===== config.mk =====
export PLATFORM = sky130hd
export DESIGN_NAME = upc_counter_top
export DESIGN_NICKNAME = d
export VERILOG_FILES = /design/src/common/upc_pkg.sv /design/src/upc_pulse_qual.sv /design/src/upc_counter_top.sv
export SDC_FILE = /design/constraint.sdc
export NUM_CORES = 1
export LEC_CHECK = 0
export BUFFER_PORTS_ARGS = -buffer_cell sky130_fd_sc_hd__buf_4
export CAP_MARGIN = 15
export CORE_AREA = 2 2 135 137
export DETAILED_ROUTE_END_ITERATION = 7
export DIE_AREA = 0 0 137 139
export GPL_TIMING_DRIVEN = 0
export PLACE_DENSITY = 0.76
export SLEW_MARGIN = 25
export SYNTH_ARGS = -nofsm -noshare
export SYNTH_HDL_FRONTEND = slang
export SYNTH_SLANG_ARGS = --single-unit

===== constraint.sdc =====
create_clock -name I_CLK -period 2.5 [get_ports I_CLK]
set_input_delay 0.5 -clock I_CLK [delete_from_list [all_inputs] [get_ports I_CLK]]
set_output_delay 0.5 -clock I_CLK [all_outputs]
set_load 0.01 [all_outputs]

===== src/common/upc_pkg.sv =====
// Purpose: Shared constants and carrier types for the up/down event counter.
// Assumes: 200 MHz system clock and a fixed logic execution cycle.
// Notes:   Offsets are byte addresses on the AXI4-Lite register port.
package upc_pkg;

    localparam int unsigned CNT_W    = 16;
    localparam int unsigned DATA_W   = 32;
    localparam int unsigned ADDR_W   = 4;
    localparam int unsigned STRB_W   = DATA_W / 8;
    localparam int unsigned DIV_W    = 20;
    localparam int unsigned WIDTH_W  = 14;

    // Time base: clock period, logic execution cycle and pulse limits.
    localparam int unsigned CLK_PERIOD_NS      = 5;
    localparam int unsigned NS_PER_MS          = 1000000;
    localparam int unsigned LOGIC_CYCLE_MS     = 4;
    localparam int unsigned CYCLE_CLKS_DEF     = LOGIC_CYCLE_MS * NS_PER_MS / CLK_PERIOD_NS;
    localparam int unsigned MIN_PULSE_SHORT_MS = 100;
    localparam int unsigned MIN_PULSE_LONG_MS  = 350;
    localparam int unsigned MAX_PULSE_MS       = 30000;

    // Least times round up, the longest time rounds down.
    localparam int unsigned MIN_SHORT_TICKS = (MIN_PULSE_SHORT_MS + LOGIC_CYCLE_MS - 1)
                                              / LOGIC_CYCLE_MS;
    localparam int unsigned MIN_LONG_TICKS  = (MIN_PULSE_LONG_MS + LOGIC_CYCLE_MS - 1)
                                              / LOGIC_CYCLE_MS;
    localparam int unsigned MAX_TICKS       = MAX_PULSE_MS / LOGIC_CYCLE_MS;

    // Register byte offsets.
    localparam logic [ADDR_W-1:0] OFF_CTRL   = 4'h0;
    localparam logic [ADDR_W-1:0] OFF_UPPER  = 4'h4;
    localparam logic [ADDR_W-1:0] OFF_START  = 4'h8;
    localparam logic [ADDR_W-1:0] OFF_STATUS = 4'hC;
    localparam logic [ADDR_W-1:0] WORD_MASK  = 4'hC;

    // Reset values.
    localparam logic [CNT_W-1:0] UPPER_RST = 16'hFFFF;
    localparam logic [CNT_W-1:0] START_RST = 16'h0001;

    // Field positions in the status word.
    localparam int unsigned STAT_FLAG_UP_BIT = 16;
    localparam int unsigned STAT_FLAG_LO_BIT = 17;

    localparam logic [1:0] RESP_OKAY   = 2'h0;
    localparam logic [1:0] RESP_SLVERR = 2'h2;

    // Control word; bit 0 is auto_up.
    typedef struct packed {
        logic load_long;
        logic clear_long;
        logic auto_lo;
        logic auto_up;
    } upc_cfg_t;

    localparam int unsigned CFG_W = $bits(upc_cfg_t);

    // Event and control inputs, bit 0 is up.
    typedef struct packed {
        logic load;
        logic clear;
        logic down;
        logic up;
    } upc_pins_t;

endpackage


===== src/upc_pulse_qual.sv =====
// Purpose: Qualifies a low-high-low control pulse by its high time in logic cycles.
// Assumes: i_level is already synchronised; i_tick marks one logic execution cycle.
// Notes:   o_accept is a one-clock pulse on the tick that samples the falling edge.
`timescale 1ns/100ps
`default_nettype none
module upc_pulse_qual (
    input  wire logic I_CLK,
    input  wire logic I_RESET_N,
    input  wire logic i_tick,
    input  wire logic i_level,
    input  wire logic i_long,
    output var  logic o_accept
);

    typedef struct packed {
        logic                             prev;
        logic [upc_pkg::WIDTH_W-1:0]      width;
    } upc_qual_st_t;

    localparam logic [upc_pkg::WIDTH_W-1:0] MIN_S = upc_pkg::WIDTH_W'(upc_pkg::MIN_SHORT_TICKS);
    localparam logic [upc_pkg::WIDTH_W-1:0] MIN_L = upc_pkg::WIDTH_W'(upc_pkg::MIN_LONG_TICKS);
    localparam logic [upc_pkg::WIDTH_W-1:0] MAX_T = upc_pkg::WIDTH_W'(upc_pkg::MAX_TICKS);

    upc_qual_st_t s;
    upc_qual_st_t next_s;
    logic [upc_pkg::WIDTH_W-1:0] min_t;

    assign min_t = i_long ? MIN_L : MIN_S;

    // The width saturates one past the limit so an overlong pulse stays rejected.
    always_comb begin
        next_s   = s;
        o_accept = 1'b0;
        if (i_tick) begin
            next_s.prev = i_level;
            if (i_level) begin
                if (s.width <= MAX_T) begin
                    next_s.width = s.width + 1'b1;
                end
            end else begin
                next_s.width = '0;
                o_accept = s.prev && (s.width >= min_t) && (s.width <= MAX_T);
            end
        end
    end

    always_ff @(posedge I_CLK or negedge I_RESET_N) begin
        if (!I_RESET_N) begin
            s <= '0;
        end else begin
            s <= next_s;
        end
    end
endmodule
`default_nettype wire


===== src/upc_counter_top.sv =====
// Purpose: Up/down event counter with upper and lower threshold flags.
// Assumes: Event pins are asynchronous; registers are reached over AXI4-Lite.
// Notes:   Everything counting advances on one logic execution tick from a divider.
`timescale 1ns/100ps
`default_nettype none
// Contract
// - Automatic top mode: flag high one logic cycle at threshold, then count clears.
// - Manual top mode: flag holds at threshold, up edges ignored until count changes.
// - Automatic bottom mode: flag high one logic cycle at zero, then start value loads.
// - Manual bottom mode: flag holds at zero, down edges ignored until count changes.
// - Clear and load take precedence; count edges then have no effect.
// - Up edge adds one, down edge subtracts one, both together keep the count and clear both flags.
// - Clear gives zero, load gives start value, clear wins, both flags low.
// - Count is unsigned 16 bits, zero to 65535, readable as-is.
// - Clear or load pulse counts only with high time within minimum and 30 s.
module upc_counter_top #(
    parameter int unsigned CYCLE_CLKS = upc_pkg::CYCLE_CLKS_DEF
) (
    input  wire logic                       I_CLK,
    input  wire logic                       I_RESET_N,
    input  wire logic                       I_UP,
    input  wire logic                       I_DOWN,
    input  wire logic                       I_CLEAR,
    input  wire logic                       I_LOAD,
    output var  logic [upc_pkg::CNT_W-1:0]  O_COUNT,
    output var  logic                       O_UPPER_FLAG,
    output var  logic                       O_LOWER_FLAG,
    input  wire logic                       I_AXI_AWVALID,
    output var  logic                       O_AXI_AWREADY,
    input  wire logic [upc_pkg::ADDR_W-1:0] I_AXI_AWADDR,
    input  wire logic                       I_AXI_WVALID,
    output var  logic                       O_AXI_WREADY,
    input  wire logic [upc_pkg::DATA_W-1:0] I_AXI_WDATA,
    input  wire logic [upc_pkg::STRB_W-1:0] I_AXI_WSTRB,
    output var  logic                       O_AXI_BVALID,
    input  wire logic                       I_AXI_BREADY,
    output var  logic [1:0]                 O_AXI_BRESP,
    input  wire logic                       I_AXI_ARVALID,
    output var  logic                       O_AXI_ARREADY,
    input  wire logic [upc_pkg::ADDR_W-1:0] I_AXI_ARADDR,
    output var  logic                       O_AXI_RVALID,
    input  wire logic                       I_AXI_RREADY,
    output var  logic [upc_pkg::DATA_W-1:0] O_AXI_RDATA,
    output var  logic [1:0]                 O_AXI_RRESP
);

    localparam int unsigned CW = upc_pkg::CNT_W;
    localparam int unsigned DW = upc_pkg::DATA_W;
    localparam int unsigned AW = upc_pkg::ADDR_W;
    localparam logic [upc_pkg::DIV_W-1:0] DIV_LAST = upc_pkg::DIV_W'(CYCLE_CLKS - 1);

    typedef struct packed {
        logic [upc_pkg::DIV_W-1:0] div;
        logic                      tick;
        upc_pkg::upc_pins_t        s1;
        upc_pkg::upc_pins_t        s2;
        upc_pkg::upc_pins_t        s3;
        upc_pkg::upc_pins_t        filt;
        upc_pkg::upc_pins_t        prev;
        upc_pkg::upc_cfg_t         cfg;
        logic [CW-1:0]             upper;
        logic [CW-1:0]             start;
        logic [CW-1:0]             count;
        logic                      flag_up;
        logic                      flag_lo;
        logic                      aw_held;
        logic [AW-1:0]             aw_addr;
        logic                      w_held;
        logic [DW-1:0]             w_data;
        logic [upc_pkg::STRB_W-1:0] w_strb;
        logic                      awready;
        logic                      wready;
        logic                      bvalid;
        logic [1:0]                bresp;
        logic                      arready;
        logic                      rvalid;
        logic [DW-1:0]             rdata;
        logic [1:0]                rresp;
    } upc_state_t;

    upc_state_t s;
    upc_state_t next_s;
    logic       clr_acc;
    logic       ld_acc;
    logic       up_edge;
    logic       dn_edge;
    logic       no_ctl;

    function automatic logic is_mapped(input logic [AW-1:0] a);
        logic [AW-1:0] w;
        w = a & upc_pkg::WORD_MASK;
        return (w == upc_pkg::OFF_CTRL) || (w == upc_pkg::OFF_UPPER) ||
               (w == upc_pkg::OFF_START) || (w == upc_pkg::OFF_STATUS);
    endfunction

    function automatic logic [DW-1:0] merge(input logic [DW-1:0] old,
                                            input logic [DW-1:0] d,
                                            input logic [upc_pkg::STRB_W-1:0] st);
        logic [DW-1:0] res;
        res = old;
        for (int b = 0; b < upc_pkg::STRB_W; b++) begin
            if (st[b]) begin
                res[b*8 +: 8] = d[b*8 +: 8];
            end
        end
        return res;
    endfunction

    upc_pulse_qual u_clear_qual (
        .I_CLK     (I_CLK),
        .I_RESET_N (I_RESET_N),
        .i_tick    (s.tick),
        .i_level   (s.filt.clear),
        .i_long    (s.cfg.clear_long),
        .o_accept  (clr_acc)
    );

    upc_pulse_qual u_load_qual (
        .I_CLK     (I_CLK),
        .I_RESET_N (I_RESET_N),
        .i_tick    (s.tick),
        .i_level   (s.filt.load),
        .i_long    (s.cfg.load_long),
        .o_accept  (ld_acc)
    );

    assign up_edge = s.filt.up && !s.prev.up;
    assign dn_edge = s.filt.down && !s.prev.down;
    assign no_ctl  = !clr_acc && !ld_acc;

    always_comb begin
        logic [DW-1:0] wr_word;
        logic [AW-1:0] wa;
        logic [AW-1:0] ra;
        wr_word = '0;
        wa      = s.aw_addr & upc_pkg::WORD_MASK;
        ra      = I_AXI_ARADDR & upc_pkg::WORD_MASK;
        next_s  = s;

        // Logic execution tick from the clock divider.
        if (s.div == DIV_LAST) begin
            next_s.div  = '0;
            next_s.tick = 1'b1;
        end else begin
            next_s.div  = s.div + 1'b1;
            next_s.tick = 1'b0;
        end

        // A pin level changes only once the second and third stages agree.
        next_s.s1   = upc_pkg::upc_pins_t'({I_LOAD, I_CLEAR, I_DOWN, I_UP});
        next_s.s2   = s.s1;
        next_s.s3   = s.s2;
        next_s.filt = (s.s2 & s.s3) | (s.filt & (s.s2 | s.s3));

        if (s.tick) begin
            next_s.prev = s.filt;
            if (clr_acc) begin
                next_s.count   = '0;
                next_s.flag_up = 1'b0;
                next_s.flag_lo = 1'b0;
            end else if (ld_acc) begin
                next_s.count   = s.start;
                next_s.flag_up = 1'b0;
                next_s.flag_lo = 1'b0;
            end else if (s.cfg.auto_up && s.flag_up) begin
                next_s.count   = '0;
                next_s.flag_up = 1'b0;
                next_s.flag_lo = 1'b0;
            end else if (s.cfg.auto_lo && s.flag_lo) begin
                next_s.count   = s.start;
                next_s.flag_up = 1'b0;
                next_s.flag_lo = 1'b0;
            end else if (up_edge && dn_edge) begin
                next_s.flag_up = 1'b0;
                next_s.flag_lo = 1'b0;
            end else if (up_edge) begin
                // A count at or above the threshold never wraps past 16 bits.
                if (s.count >= s.upper) begin
                    next_s.flag_up = 1'b1;
                end else begin
                    next_s.count   = s.count + 1'b1;
                    next_s.flag_up = ((s.count + 1'b1) == s.upper);
                end
                next_s.flag_lo = 1'b0;
            end else if (dn_edge) begin
                if (s.count == '0) begin
                    next_s.flag_lo = 1'b1;
                end else begin
                    next_s.count   = s.count - 1'b1;
                    next_s.flag_lo = (s.count == CW'(1));
                end
                next_s.flag_up = 1'b0;
            end
        end

        // Write address and data are taken in either order.
        if (I_AXI_AWVALID && s.awready) begin
            next_s.aw_held = 1'b1;
            next_s.aw_addr = I_AXI_AWADDR;
        end
        if (I_AXI_WVALID && s.wready) begin
            next_s.w_held = 1'b1;
            next_s.w_data = I_AXI_WDATA;
            next_s.w_strb = I_AXI_WSTRB;
        end
        if (s.bvalid && I_AXI_BREADY) begin
            next_s.bvalid = 1'b0;
        end
        if (s.aw_held && s.w_held && !s.bvalid) begin
            next_s.aw_held = 1'b0;
            next_s.w_held  = 1'b0;
            next_s.bvalid  = 1'b1;
            next_s.bresp   = is_mapped(s.aw_addr) ? upc_pkg::RESP_OKAY : upc_pkg::RESP_SLVERR;
            case (wa)
                upc_pkg::OFF_CTRL: begin
                    wr_word    = merge(DW'(s.cfg), s.w_data, s.w_strb);
                    next_s.cfg = upc_pkg::upc_cfg_t'(wr_word[upc_pkg::CFG_W-1:0]);
                end
                upc_pkg::OFF_UPPER: begin
                    wr_word      = merge(DW'(s.upper), s.w_data, s.w_strb);
                    next_s.upper = wr_word[CW-1:0];
                end
                upc_pkg::OFF_START: begin
                    wr_word      = merge(DW'(s.start), s.w_data, s.w_strb);
                    next_s.start = wr_word[CW-1:0];
                end
                default: begin
                    wr_word = '0;
                end
            endcase
        end
        next_s.awready = !next_s.aw_held && !next_s.bvalid;
        next_s.wready  = !next_s.w_held && !next_s.bvalid;

        if (s.rvalid && I_AXI_RREADY) begin
            next_s.rvalid = 1'b0;
        end
        if (I_AXI_ARVALID && s.arready) begin
            next_s.rvalid = 1'b1;
            next_s.rresp  = is_mapped(I_AXI_ARADDR) ? upc_pkg::RESP_OKAY : upc_pkg::RESP_SLVERR;
            case (ra)
                upc_pkg::OFF_CTRL:   next_s.rdata = DW'(s.cfg);
                upc_pkg::OFF_UPPER:  next_s.rdata = DW'(s.upper);
                upc_pkg::OFF_START:  next_s.rdata = DW'(s.start);
                upc_pkg::OFF_STATUS: begin
                    next_s.rdata = DW'(s.count);
                    next_s.rdata[upc_pkg::STAT_FLAG_UP_BIT] = s.flag_up;
                    next_s.rdata[upc_pkg::STAT_FLAG_LO_BIT] = s.flag_lo;
                end
                default:             next_s.rdata = '0;
            endcase
        end
        next_s.arready = !next_s.rvalid;
    end

    always_ff @(posedge I_CLK or negedge I_RESET_N) begin
        if (!I_RESET_N) begin
            s         <= '0;
            s.upper   <= upc_pkg::UPPER_RST;
            s.start   <= upc_pkg::START_RST;
            s.awready <= 1'b1;
            s.wready  <= 1'b1;
            s.arready <= 1'b1;
        end else begin
            s <= next_s;
        end
    end

    assign O_COUNT       = s.count;
    assign O_UPPER_FLAG  = s.flag_up;
    assign O_LOWER_FLAG  = s.flag_lo;
    assign O_AXI_AWREADY = s.awready;
    assign O_AXI_WREADY  = s.wready;
    assign O_AXI_BVALID  = s.bvalid;
    assign O_AXI_BRESP   = s.bresp;
    assign O_AXI_ARREADY = s.arready;
    assign O_AXI_RVALID  = s.rvalid;
    assign O_AXI_RDATA   = s.rdata;
    assign O_AXI_RRESP   = s.rresp;
endmodule
`default_nettype wire


# Yosys cells after proc, flatten, opt, wreduce, memory -nomap -nowiden
# Index checks and enable logic that the tools add are counted.
dict set report classes {
  add_sub_neg 5
  order_cmp 5
  n_eq_ne 14
  muxes 34
  bitwise 4
  reduce_logical 45
}
# op n
set op_table {}
lappend op_table {{$mux W18} 6}
lappend op_table {{$pmux W18 S4} 1}
lappend op_table {{$mux W14} 4}
lappend op_table {{$mux W16} 3}
lappend op_table {{$mux W37} 1}
lappend op_table {{$mux W35} 1}
lappend op_table {{$add A14 B1 Y14 const B} 2}
lappend op_table {{$ge A14 B14 Y1} 2}
lappend op_table {{$le A14 B13 Y1 const B} 2}
lappend op_table {{$mux W21} 1}
lappend op_table {{$add A20 B1 Y20 const B} 1}
lappend op_table {{$eq A20 B20 Y1 const B} 1}
lappend op_table {{$logic_and A1 B1 Y1} 18}
lappend op_table {{$add A16 B1 Y16 const B} 1}
lappend op_table {{$eq A16 B1 Y1 const B} 1}
lappend op_table {{$eq A16 B16 Y1} 1}
lappend op_table {{$ge A16 B16 Y1} 1}
lappend op_table {{$logic_not A16 Y1} 1}
lappend op_table {{$sub A16 B1 Y16 const B} 1}
lappend op_table {{$reduce_and A3 Y1} 5}
lappend op_table {{$mux W7} 2}
lappend op_table {{$ne A6 B6 Y1 const B} 2}
lappend op_table {{$mux W1} 10}
lappend op_table {{$and A4 B4 Y4} 2}
lappend op_table {{other kinds (15)} 37}
dict set report totals {
  register_bits 206
  inputBits 55
  out_inout_bits 59
  elab_cells 155
}

# Depth between registers and ports, before layout
# Gate-level depths: netlist of run 1.
dict set report logic_depth {
  ltp_word 9
  depth_mapped 10
  depth_no_buf 9
}

# Cells and area by module
# Synthesis of run 1 repeated with hierarchy kept, for this count alone.
dict set report hier_totals {
  cells_unflattened 926
  hier_area_um2 9582.9
}
# module instances cells_per_inst area_per_inst_um2 seq_area_each_um2
set by_module_without_submodules {}
lappend by_module_without_submodules {upc_counter_top 1 714 7676.1 3528.4}
lappend by_module_without_submodules {upc_pulse_qual 2 106 953.4 375.4}

# Worst setup path after synthesis of run 1
# Ideal clock, no wire load.
dict set report synth_path {
  path_type {reg2reg}
  start {reg s[120] in the netlist's numbering}
  end {reg s, in the netlist O_COUNT[11]}
  setup_ps 78
  t_arrival_ps 2596
  required_time_ps 2422
  path_slack_ps -174
  stages_incl_launch_ff 10
  path_buffers 1
  period_less_slack_ps 2674
  cell_sequence {dfstp_2 inv_1 ha_1 a2111oi_0 o21ai_0 a2111oi_0 o21ai_0 a311o_1 buf_2 o2bb2ai_1}
}
dict set report synth_via {
  elab_chain_len 3
}
# element line
set synth_rtl {}
lappend synth_rtl {{start: declaration} upc_counter_top.sv:81} ;# upc_state_t s;
lappend synth_rtl {{start signal: assignment} upc_counter_top.sv:265} ;# s <= next_s;
lappend synth_rtl {{$ge A16 B16 Y1} upc_counter_top.sv:178} ;# if (s.count >= s.upper) begin
lappend synth_rtl {{$ne A6 B6 Y1 (no source line)} -}
lappend synth_rtl {{$reduce_and A5 Y1 (no source line)} -}
# No other way between the ends.
# A chain may end at the register's enable or synchronous reset.

# Worst setup path in the final report of run 1
dict set report layout_path {
  start {reg s[127] in the netlist's numbering}
  end {reg s, in the netlist O_COUNT[14]}
}
# The elaborated chain is that of the path after synthesis.

==> results of run 1 <==
[cell families (layout without fill, tap and decap cells)]
logic type / after synthesis / count (layout) / synth area share (%)
buffers and inverters: 130 / 267 / 7.52
AOI/OAI and AO/OA: 168 / 168 / 12.3
DFF: 170 / 170 / 46.3
xor gates and xnor gates: 61 / 61 / 5.79
and+or+nand+nor: 268 / 268 / 14.7
other: 1 / 16 / 0.0406
adders and majority gates: 33 / 33 / 4.36
muxes: 70 / 70 / 8.96
[final cells by class]
| cell class | instances | area (um^2) |
|---|---|---|
| clock inverters | 15 | 154 |
| flip-flops and latches | 170 | 4280 |
| inverters | 37 | 139 |
| multi-input cells | 616 | 4750 |
| repair buffers | 107 | 868 |
| fillers | 1374 | 6180 |
| plain buffers | 91 | 576 |
| well taps | 229 | 287 |
| clock buffers | 17 | 425 |
[timing repair]
item / 4_1_cts / 5_1_grt
pin swaps: 23 / 17
endpoints found under the hold margin: 24 / 0
resized for setup: 58 / 39
cloned: 1 / 1
buffers inserted: 17 / 13
hold buffers: 1 / 0
endpoints found under the setup margin: 22 / 26
[stage by stage]
step / setup TNS, ns / setup WS [ns]
after floorplan: 0 / 0.00124
after CTS: -2.25 / -0.172
after global routing: -5.18 / -0.337
final: -3.79 / -0.269
after global placement: -8.44 / -0.555
after detailed placement: -8.55 / -0.524
[registers in the layout (all words and copies together) (netlist names), 8 cells and up]
signal,cells
u_load_qual.s,15
next_s,8
O_AXI_RDATA,18
O_COUNT,16
u_clear_qual.s,15
s,89
[worst register-to-register path, stage by stage (launching register included)]
cell and delay [ns]:
dfstp_2 0.57, inv_1 0.06, ha_1 0.31, and4_4 0.18
o2111a_2 0.18, a2111oi_4 0.50, o21ai_2 0.14, a311o_2 0.42
a21o_1 0.21, o21ai_1 0.13
[power by group]
part           internal (uW)  switching [uW]  leakage (uW)
Combinational           1200            1040       0.00273
Sequential              3390             492       0.00217
Clock                   1330            1240      0.000284
Total                   5920            2770       0.00518
[worst paths after layout]
kind                                           endpoint  slack [ns]             startpoint  cells past startpoint
max in group asynchronous            s[131]$_DFFE_PN1P_        1.32              I_RESET_N                      3
worst min register to register    next_s[147]$_DFF_PN0_        0.35  next_s[151]$_DFF_PN0_                      0
worst min-delay path              next_s[149]$_DFF_PN0_        0.16                   I_UP                      1
min in group asynchronous         next_s[152]$_DFF_PN0_        0.50              I_RESET_N                      2
worst max register to register  O_COUNT[14]$_DFFE_PN0P_       -0.27     s[127]$_DFFE_PN1P_                      9
worst max-delay path            O_COUNT[14]$_DFFE_PN0P_       -0.27     s[127]$_DFFE_PN1P_                      9
[per-layer routing]
| layer | vias up | global-route usage, % | part of all wire [%] |
|---|---|---|---|
| met3 | 55 | 5.88 | 7.3 |
| li1 | 3429 | - | - |
| met4 | 2 | 9.28 | 2.6 |
| met2 | 306 | 35.6 | 45 |
| met1 | 3624 | 36.0 | 45 |
| met5 | - | 0 | 0.056 |
[cell usage after synthesis, drive strengths merged, types with 4 or more instances]
| cell | instances | area share [%] |
|---|---|---|
| o21ai | 55 | 3.0 |
| dfrtp | 150 | 41 |
| clkbuf | 34 | 1.4 |
| dfstp | 20 | 5.7 |
| mux4 | 4 | 0.98 |
| o22ai | 4 | 0.27 |
| mux2 | 61 | 7.4 |
| xnor2 | 31 | 2.9 |
| nor2 | 54 | 2.2 |
| nor3 | 13 | 0.70 |
| nand4 | 12 | 0.81 |
| o2bb2ai | 12 | 1.1 |
| and2 | 10 | 0.68 |
| nor2b | 11 | 0.75 |
| nor3b | 7 | 0.57 |
| ha | 29 | 3.9 |
| nor4 | 10 | 0.68 |
| a211oi | 7 | 0.57 |
| a21oi | 20 | 1.1 |
| a22oi | 25 | 2.0 |
| and3 | 17 | 1.2 |
| nor4b | 5 | 0.47 |
| xor2 | 30 | 2.8 |
| buf | 59 | 4.6 |
| or3 | 12 | 0.81 |
| o31ai | 4 | 0.33 |
| nand3 | 26 | 1.4 |
| nand2 | 74 | 3.0 |
| maj3 | 4 | 0.43 |
| inv | 37 | 1.5 |
| mux2i | 5 | 0.54 |
==> qor.yml, run 1 <==
finish:
  final_cells: 1282
  syn_to_final_growth_pct: 24.3
  final_cell_mix: "buf_4 (151), dfrtp_1 (148), nand2_1 (73), mux2_2 (61), nor2_1 (53)"
  nets: 1124
  drive_above_1_share_pct: 33.7
  utilization_pct: 65.0
  fin_area_mm2: 0.0115
  mostFrequentLayoutCell: "buf_4"
  antenna-diode-count: 0
floorplanning:
  die_w_um: 137
  die_h_um: 139
  core-area_mm2: 0.0177
  die_area_mm2: 0.0190
  start_util_pct: 52.3
  rows: 49
  ios: 114
logic_synthesis:
  synth_edf_count: 0
  postSynthCellCount: 901
  ys_ff_latch: 170
  syn_area_mm2: 0.00923
  yosysUniqueCellTypes: 68
  post_synth.cell_area_avg_um2: 10.2
  ys.warnings.count: 0
  yosysSeqAreaShare_pct: 46.3
  synthFlopType: "dfrtp_1"
  synth_async_sr_flop_share_pct: 100
outcome:
  violations: "setup timing"
  status: "finished, violations left"
critical_path:
  worstPathRequired_ns: 2.86
  critPathMaxFanout: 4
  crit_path_end_kind: "register"
  path_cells: "inv_1, ha_1, and4_4, o2111a_2, a2111oi_4, o21ai_2, a311o_2, a21o_1, o21ai_1"
  cp.arrival_ns: 3.13
  cpMaxStageDelayCell: "dfstp_2"
  slowest_delay_ns: 0.57
  crit_path_start_kind: "register"
  crit_type: "reg -> reg"
  cp_num_buf_inv: 1
  critical_path.top_delay_family: "compound AO/OA/AOI/OAI gates"
timing:
  fin_ws_ns: -0.269
  max_freq_ghz: 0.361
  tightest_slew_ns: 0.908
  rsz0062_at_grt: "true"
  period_needed_ns: 2.77
  setup_viol: 19
  slew_headroom_pct: 39.3
  hold_ws_ns: 0.164
  report.final.hold_viol_count: 0
  skew_ns: 0.00657
  fin_crit_sh_pct: 111
  final-max-slew-violation-count: 0
route:
  viasPerCell: 5.78
  routedWlPerCell_um: 18.2
  finalWirelength_mm: 23.3
  drt_iter0_drc: 708
  antenna_left: 0
  dr.pass1.iters: 6
  vias: 7416
  drc: 0
global_route:
  track_usage_pct: 24.7
  antenna_found_initial: 1
  grt_pass1_wl_mm: 36.7
  grt_max_degree: 76
  first_global_vias: 7007
  overflow: 0
cts:
  clock_latency_ns: 0.44
  cts.clk_slew.worst_paths_ns: 0.07
  clockBufferDepth: 2
  root_buffer: "clkbuf_16"
  numClockSinks: 170
  tritoncts: "built"
  cts.htree.levels: 4
  cts_buffers: 17
place:
  dp.cells: 1220
  placed_area_mm2: 0.0102
  gp_congestion: 0.918
  hpwlAfterDp_mm: 15.9
  place.port_buffers: 73
power:
  power_uw: 8700
  power.density_mw_per_mm2: 758
  p_leak_uw: 0.00518
  ir_worst_vdd_v: 0.000501
hold_path:
  holdCritPathClass: "in -> reg"
job:
  max-cap-violations: 0
(Power assumes the default switching activity.)
==> run 2, diff against run 1 <==
CORE_AREA = 2 2 138 140   (was 2 2 135 137)
DIE_AREA = 0 0 140 142   (was 0 0 137 139)
RECOVER_POWER = 25   (was unset)
SYNTH_HIERARCHICAL = 1   (was unset)
==> qor.yml, run 2 <==
place:
  place.port_buffers: 73  # unchanged
  hpwlAfterDp_mm: 16.3  # was 15.9 mm
  gp_congestion: 0.943  # was 0.918
  post-place-ws_ns: -1.15  # was -0.524 ns
cts:
  cts.htree.levels: 4  # unchanged
  clockBufferDepth: 2  # unchanged
  hold_buffers: 0  # was 1
  numClockSinks: 170  # unchanged
  tritoncts: "built"  # unchanged
  root_buffer: "clkbuf_16"  # unchanged
  cts_buffers: 17  # unchanged
  cts.clk_slew.worst_paths_ns: 0.07  # about the same
  clock_latency_ns: 0.43  # was 0.44 ns
critical_path:
  crit_path_end_kind: "register"  # unchanged
  r2r-end: "O_UPPER_FLAG$_DFFE_PN0P_"  # was O_COUNT[14]$_DFFE_PN0P_
  reg2regPathDepth: 16  # was 9
  cp.arrival_ns: 3.62  # was 3.13 ns
  critPathMaxFanout: 3  # was 4
  crit_type: "reg -> reg"  # unchanged
  r2r_slack_ns: -0.77  # was -0.27 ns
  worstReg2RegStart: "u_load_qual/s[0]$_DFFE_PN0P_"  # was s[127]$_DFFE_PN1P_
  worstPathRequired_ns: 2.85  # was 2.86 ns
  crit_path_start_kind: "register"  # unchanged
timing:
  report.final.hold_viol_count: 0  # unchanged
  fin_crit_sh_pct: 131  # was 111%
  tightest_slew_ns: 1.99  # was 0.908 ns
  slew_headroom_pct: -32.4  # was 39.3%
  fin_ws_ns: -0.768  # was -0.269 ns
  max_freq_ghz: 0.306  # was 0.361 GHz
  rsz0062_at_grt: "true"  # unchanged
  skew_ns: 0.00830  # was 0.00657 ns
  period_needed_ns: 3.27  # was 2.77 ns
  setup_viol: 18  # was 19
  final-max-slew-violation-count: 80  # was 0
job:
  max-cap-violations: 1  # was 0
finish:
  antenna-diode-count: 0  # unchanged
  largest_reg_flops: 89  # unchanged
  nets: 1140  # was 1124
  drive_above_1_share_pct: 31.7  # was 33.7%
  final_cell_mix: "dfrtp_1 (150), buf_4 (144), nand2_1 (75), mux2_2 (72), nor2_1 (62)"  # was buf_4 (151), dfrtp_1 (148), nand2_1 (73), mux2_2 (61), nor2_1 (53)
  mostFrequentLayoutCell: "dfrtp_1"  # was buf_4
  top_register: "s"  # unchanged
  syn_to_final_growth_pct: 19.3  # was 24.3%
route:
  dr.pass1.iters: 8  # was 6
  drt_iter0_drc: 758  # was 708
  antenna_left: 0  # unchanged
  viasPerCell: 5.85  # was 5.78
  drc: 4  # was 0
  vias: 7627  # was 7416
  routedWlPerCell_um: 18.1  # was 18.2 um
  finalWirelength_mm: 23.6  # was 23.3 mm
hold_path:
  holdCritPathClass: "in -> reg"  # unchanged
  hold_depth: 1  # unchanged
  min_from: "I_CLEAR"  # was I_UP
  hold_end: "next_s[151]$_DFF_PN0_"  # was next_s[149]$_DFF_PN0_
logic_synthesis:
  synth_edf_count: 0  # unchanged
  syn_area_mm2: 0.00958  # was 0.00923 mm^2
  post-synth-top-count-cell: "dfrtp_1"  # unchanged
  yosysSeqAreaShare_pct: 44.7  # was 46.3%
  post_synth.cell_area_avg_um2: 10.3  # was 10.2 um^2
  yosys-top-cells-count: "dfrtp_1 (150), nand2_1 (75), mux2_2 (72)"  # was dfrtp_1 (150), nand2_1 (74), mux2_2 (61)
  ys.warnings.count: 6  # was 0
  synth_async_sr_flop_share_pct: 100  # unchanged
  postSynthCellCount: 926  # was 901
  yosysUniqueCellTypes: 75  # was 68
  synthFlopType: "dfrtp_1"  # unchanged
  synthTopCellsByArea: "dfrtp_1 (39%), mux2_2 (8.5%), dfstp_2 (5.5%)"  # was dfrtp_1 (41%), mux2_2 (7.4%), dfstp_2 (5.7%)
  synth_top_area_cell: "dfrtp_1"  # unchanged
  ys_ff_latch: 170  # unchanged
  synth_top_area_share_pct: 39.2  # was 40.7%
outcome:
  status: "finished, violations left"  # unchanged
  violations: "DRC, capacitance limit, slew limit, setup timing"  # was setup timing
power:
  ir_worst_vdd_v: 0.000530  # was 0.000501 V
  power_uw: 8530  # was 8700 uW
  combPwrFrac_pct: 24.4  # was 25.8%
  power.density_mw_per_mm2: 746  # was 758 mW/mm^2
  p_leak_uw: 0.00522  # was 0.00518 uW
  clkPwrFrac_pct: 29.5  # was 29.6%
  p_seq_share_pct: 46.1  # was 44.6%
  intPower_uw: 5960  # was 5920 uW
  switching_share_pct: 30.1  # was 31.9%
  switchingPower_uw: 2570  # was 2770 uW
floorplanning:
  rows: 50  # was 49
  core-area_mm2: 0.0185  # was 0.0177 mm^2
  die_area_mm2: 0.0199  # was 0.0190 mm^2
  die_w_um: 140  # was 137 um
  start_util_pct: 51.9  # was 52.3%
  ios: 114  # unchanged
  die_h_um: 142  # was 139 um
global_route:
  overflow: 0  # unchanged
  met3_usage_pct: 3.94  # was 5.88%
  use_met1_pct: 34.8  # was 36.0%
  busiest_layer: "met2"  # was met1
  first_global_vias: 7290  # was 7007
  antenna_found_initial: 0  # was 1
  use_met2_pct: 37.0  # was 35.6%
  grt_pass1_wl_mm: 38.1  # was 36.7 mm
  track_usage_pct: 23.9  # was 24.7%
  grt_max_degree: 92  # was 76
-- run 2: worst max path at each step --
stage                                 start  cells after the start  slack, ns                       end
5_1_grt        u_load_qual/s[0]$_DFFE_PN0P_                     16      -0.88  O_UPPER_FLAG$_DFFE_PN0P_
4_1_cts        u_load_qual/s[0]$_DFFE_PN0P_                     15      -0.76   O_COUNT[13]$_DFFE_PN0P_
2_1_floorplan  u_load_qual/s[0]$_DFFE_PN0P_                     16      -0.73   O_COUNT[11]$_DFFE_PN0P_
6_report       u_load_qual/s[0]$_DFFE_PN0P_                     16      -0.77  O_UPPER_FLAG$_DFFE_PN0P_
3_3_place_gp   u_load_qual/s[0]$_DFFE_PN0P_                     16      -1.11   O_COUNT[13]$_DFFE_PN0P_
3_5_place_dp   u_load_qual/s[0]$_DFFE_PN0P_                     16      -1.15   O_COUNT[13]$_DFFE_PN0P_
-- run 2: repair_timing --
item | 4_1_cts | 5_1_grt
pin swaps | 6 | 15
endpoints found under the hold margin | 0 | 0
endpoints found under the setup margin | 18 | 18
cloned | 1 | 0
gates resized for setup | 16 | 14
buffers inserted | 14 | 11
-- run 2: power groups by stage --
stage	registers, uW	clock network [uW]	logic (uW)
4_1_cts	3920	2570	2060
3_5_place_dp	3970	0	2020
6_report	3930	2520	2080
3_3_place_gp	3940	0	1940
2_1_floorplan	3770	0	1460
5_1_grt	4020	2670	2260
-- run 2: final cells by class --
type / instances / area [um^2]
Fill cell: 1486 / 7020
Multi-Input combinational cell: 642 / 4800
Sequential cell: 170 / 4280
Timing Repair Buffer: 100 / 805
Buffer: 89 / 573
Clock buffer: 22 / 464
Tap cell: 234 / 293
Inverter: 36 / 135
Clock inverter: 10 / 91.3
-- run 2: metal layers --
| layer | vias up | share of wire (%) |
|---|---|---|
| li1 | 3587 | - |
| met2 | 272 | 46 |
| met5 | - | 0 |
| met3 | 38 | 6.2 |
| met4 | 0 | 2.2 |
| met1 | 3730 | 45 |
-- run 2: critical path, stage by stage (launching register included) --
cell and delay [ns]:
dfrtp_1 0.38, inv_2 0.07, buf_6 0.10, ha_4 0.20, nor2_4 0.10, a31oi_1 0.11, o21ai_1 0.14, and3_1 0.21
nor4_4 0.07, a21o_4 0.20, or3b_4 0.40, buf_4 0.17, buf_4 0.13, nand4b_1 0.24, nor4_2 0.38, nand4_1 0.12
o21ai_1 0.16
-- run 2: logic make-up (layout without fill, tap and decap cells) --
family                   count (synthesis)  after routing  synth area share (%)
XOR/XNOR                                38             38                  3.47
buffers and inverters                  129            257                  7.66
AO/OA/AOI/OAI                          190            190                  14.7
other                                    1             16                0.0391
flip-flops                             170            170                  44.7
multiplexers                            81             81                  9.92
AND/OR/NAND/NOR                        284            284                  15.3
adder cells (fa/ha/maj)                 33             33                  4.20
-- run 2: through the flow --
step,instances,hold WS (ns),cell area [um^2],util [%],setup TNS (ns)
floorplan,941,0.204,9690,-,-11.39
global placement,1248,0.335,10500,57.1,-19.43
detailed placement,1249,0.339,10600,57.3,-18.30
CTS,1295,0.0511,11300,61.3,-12.39
global route,1303,0.181,11400,62.0,-14.36
finish,1303,0.193,11400,62.0,-12.08
==> run 3, diff against run 2 <==
ABC_AREA = 1   (was unset)
CORE_AREA = 2 2 141 143   (was 2 2 138 140)
DIE_AREA = 0 0 143 145   (was 0 0 140 142)
==> qor.yml, run 3 <==
critical_path:
  cpMostUsedCell: "nand2_4"
  r2r-end: "O_COUNT[3]$_DFFE_PN0P_"  # was O_UPPER_FLAG$_DFFE_PN0P_
  path_cells: "inv_2, ha_1, o21ai_0, or2_4, a21oi_4, clkinv_8, nand2_4, nor2_4, nand2_4, o21a_4, nand3_2, o21ai_4, buf_6, buf_8, nand2_4, o21ai_2"  # was inv_2, buf_6, ha_4, nor2_4, a31oi_1, o21ai_1, and3_1, nor4_4, a21o_4, or3b_4, buf_4, buf_4, nand4b_1, nor4_2, nand4_1, o21ai_1
  crit_path_start_kind: "register"  # unchanged
  crit_path_end_kind: "register"  # unchanged
  cp.arrival_ns: 2.96  # was 3.62 ns
  worstReg2RegStart: "s[136]$_DFFE_PN0P_"  # was u_load_qual/s[0]$_DFFE_PN0P_
  cpMaxStageDelayCell: "dfrtp_1"  # was or3b_4
  crit_type: "reg -> reg"  # unchanged
  reg2regPathDepth: 16  # unchanged
  worstPathRequired_ns: 2.85  # about the same
  critical_path.top_delay_family: "compound AO/OA/AOI/OAI gates"  # was simple AND/OR/NAND/NOR gates
  cp_num_buf_inv: 4  # unchanged
  r2r_slack_ns: -0.11  # was -0.77 ns
  critPathMaxFanout: 5  # was 3
  slowest_delay_ns: 0.40  # about the same
timing:
  setup_viol: 16  # was 18
  rsz0062_at_grt: "true"  # unchanged
  slew_headroom_pct: -41.8  # was -32.4%
  fin_crit_sh_pct: 104  # was 131%
  max_freq_ghz: 0.383  # was 0.306 GHz
  report.final.hold_viol_count: 0  # unchanged
  skew_ns: 0.0127  # was 0.00830 ns
  period_needed_ns: 2.61  # was 3.27 ns
  tightest_slew_ns: 2.13  # was 1.99 ns
  final-max-slew-violation-count: 86  # was 80
  fin_ws_ns: -0.110  # was -0.768 ns
finish:
  multi_input_area_mm2: 0.00502  # was 0.00480 mm^2
  utilization_pct: 63.9  # was 62.0%
  largest_reg_flops: 89  # unchanged
  top_register: "s"  # unchanged
  final_cell_mix: "nand2_1 (361), buf_4 (148), dfrtp_1 (144), inv_1 (132), nor2_1 (130)"  # was dfrtp_1 (150), buf_4 (144), nand2_1 (75), mux2_2 (72), nor2_1 (62)
  drive_above_1_share_pct: 21.7  # was 31.7%
  fill_cells: 1664  # was 1486
  nets: 1590  # was 1140
  seq_area_mm2: 0.00429  # was 0.00428 mm^2
  mostFrequentLayoutCell: "nand2_1"  # was dfrtp_1
  antenna-diode-count: 0  # unchanged
  syn_to_final_growth_pct: 20.2  # was 19.3%
place:
  gp_congestion: 0.977  # was 0.943
  hpwlAfterDp_mm: 19.2  # was 16.3 mm
  post-place-ws_ns: -0.631  # was -1.15 ns
  place.port_buffers: 75  # was 73
logic_synthesis:
  synth_edf_count: 0  # unchanged
  synthFlopType: "dfrtp_1"  # unchanged
  yosysUniqueCellTypes: 52  # was 75
  synth_top_area_cell: "dfrtp_1"  # unchanged
  yosysSeqAreaShare_pct: 41.9  # was 44.7%
  yosys-top-cells-count: "nand2_1 (379), dfrtp_1 (150), inv_1 (138)"  # was dfrtp_1 (150), nand2_1 (75), mux2_2 (72)
  post_synth.cell_area_avg_um2: 7.46  # was 10.3 um^2
  synth_top_area_share_pct: 36.8  # was 39.2%
  post-synth-top-count-cell: "nand2_1"  # was dfrtp_1
  ys.warnings.count: 6  # unchanged
  postSynthCellCount: 1369  # was 926
  synthTopCellsByArea: "dfrtp_1 (37%), nand2_1 (14%), o21ai_0 (5.3%)"  # was dfrtp_1 (39%), mux2_2 (8.5%), dfstp_2 (5.5%)
  synth_async_sr_flop_share_pct: 100  # unchanged
  ys_ff_latch: 170  # unchanged
  syn_area_mm2: 0.0102  # was 0.00958 mm^2
outcome:
  status: "finished, violations left"  # unchanged
  violations: "capacitance limit, slew limit, setup timing"  # was DRC, capacitance limit, slew limit, setup timing
global_route:
  grt_max_degree: 87  # was 92
  antenna_found_initial: 0  # unchanged
  first_global_vias: 8700  # was 7290
  track_usage_pct: 26.6  # was 23.9%
  grt_pass1_wl_mm: 43.8  # was 38.1 mm
  overflow: 0  # unchanged
floorplanning:
  die_area_mm2: 0.0207  # was 0.0199 mm^2
  die_h_um: 145  # was 142 um
  rows: 51  # was 50
  ios: 114  # unchanged
  start_util_pct: 53.2  # was 51.9%
  core-area_mm2: 0.0192  # was 0.0185 mm^2
  die_w_um: 143  # was 140 um
hold_path:
  hold_end: "next_s[150]$_DFF_PN0_"  # was next_s[151]$_DFF_PN0_
  hold_depth: 1  # unchanged
  min_from: "I_DOWN"  # was I_CLEAR
  holdCritPathClass: "in -> reg"  # unchanged
route:
  dr.pass1.iters: 6  # was 8
  routedWlPerCell_um: 15.1  # was 18.1 um
  viasPerCell: 5.30  # was 5.85
  vias: 9452  # was 7627
  finalWirelength_mm: 27.0  # was 23.6 mm
  drt_iter0_drc: 978  # was 758
  antenna_left: 0  # unchanged
  drc: 0  # was 4
cts:
  cts.clk_slew.worst_paths_ns: 0.07  # about the same
  cts.htree.levels: 4  # unchanged
  root_buffer: "clkbuf_16"  # unchanged
  clockBufferDepth: 2  # unchanged
  cts_buffers: 17  # unchanged
  tritoncts: "built"  # unchanged
  numClockSinks: 170  # unchanged
  clock_latency_ns: 0.44  # was 0.43 ns
job:
  max-cap-violations: 1  # unchanged
power:
  p_leak_uw: 0.00613  # was 0.00522 uW
  power.density_mw_per_mm2: 681  # was 746 mW/mm^2
  ir_worst_vdd_v: 0.000545  # was 0.000530 V
==> run 3: cell type report <==
| class | instances | share of cell area [%] |
|---|---|---|
| clock inverter | 11 | 1.28 |
| multi-input combinational | 973 | 40.9 |
| buffer | 87 | 4.79 |
| sequential | 170 | 34.9 |
| inverter | 152 | 4.77 |
| clock buffer | 21 | 3.75 |
| timing repair buffer | 105 | 6.88 |
| tap | 265 | 2.70 |
==> run 3: worst register-to-register path, stage by stage (launching register included) <==
cell      delay, ns
dfrtp_1        0.40
inv_2          0.08
ha_1           0.28
o21ai_0        0.10
or2_4          0.28
a21oi_4        0.27
clkinv_8       0.08
nand2_4        0.07
nor2_4         0.04
nand2_4        0.06
o21a_4         0.15
nand3_2        0.10
o21ai_4        0.20
buf_6          0.14
buf_8          0.14
nand2_4        0.06
o21ai_2        0.09
==> run 3: metrics by stage <==
stage	total power [uW]	instances	hold WS, ns	cell area (um^2)	setup TNS [ns]
after detailed placement	5500	1725	0.335	11200	-9.33
after global placement	5420	1724	0.334	11200	-8.33
final	8360	1784	0.188	12300	-1.14
after floorplan	4770	1384	0.204	10300	0
after CTS	8360	1777	0.0878	12100	-1.21
after global routing	8820	1784	0.175	12300	-3.27
==> run 3: what timing repair did <==
item,4_1_cts,5_1_grt
cloned,2,0
setup buffers,18,9
setup endpoints to repair,18,17
gates resized for setup,37,36
hold buffers,0,0
pin swaps,13,14
==> run 3: worst max path at each step <==
stage,start,to,slack [ns],cells after the start
after floorplan,u_load_qual/s[0]$_DFFE_PN0P_,O_COUNT[5]$_DFFE_PN0P_,0.01,19
after global placement,u_clear_qual/s[0]$_DFFE_PN0P_,O_COUNT[6]$_DFFE_PN0P_,-0.59,16
after detailed placement,u_clear_qual/s[0]$_DFFE_PN0P_,O_COUNT[6]$_DFFE_PN0P_,-0.63,16
after CTS,u_load_qual/s[0]$_DFFE_PN0P_,O_COUNT[6]$_DFFE_PN0P_,-0.1,20
after global routing,s[136]$_DFFE_PN0P_,O_COUNT[3]$_DFFE_PN0P_,-0.21,18
final,s[136]$_DFFE_PN0P_,O_COUNT[3]$_DFFE_PN0P_,-0.11,16
==> run 3: cells by family (layout without fill, tap and decap cells) <==
kind of cell	count (synthesis)	in the layout	synth area share [%]
buffers and inverters	241	376	11.6
other	1	16	0.0367
and+or+nand+nor	698	698	29.0
AOI/OAI and AO/OA	200	200	11.2
DFF	170	170	41.9
adders and majority gates	33	33	3.95
xor gates and xnor gates	26	26	2.36
==> run 3: metal layers <==
metal  vias up  part of all wire [%]  track usage [%]
met5         -                     0                0
met1      4333                    45             38.8
met3        57                   8.0             4.88
met4         0                   2.5             9.21
li1       4630                     -                -
met2       432                    45             39.8
==> run 3: power breakdown <==
| part | internal (uW) | total (uW) | switching, uW |
|---|---|---|---|
| Combinational | 741 | 1850 | 1110 |
| Clock | 1650 | 2810 | 1170 |
| Sequential | 3310 | 3700 | 387 |
| Total | 5690 | 8360 | 2660 |
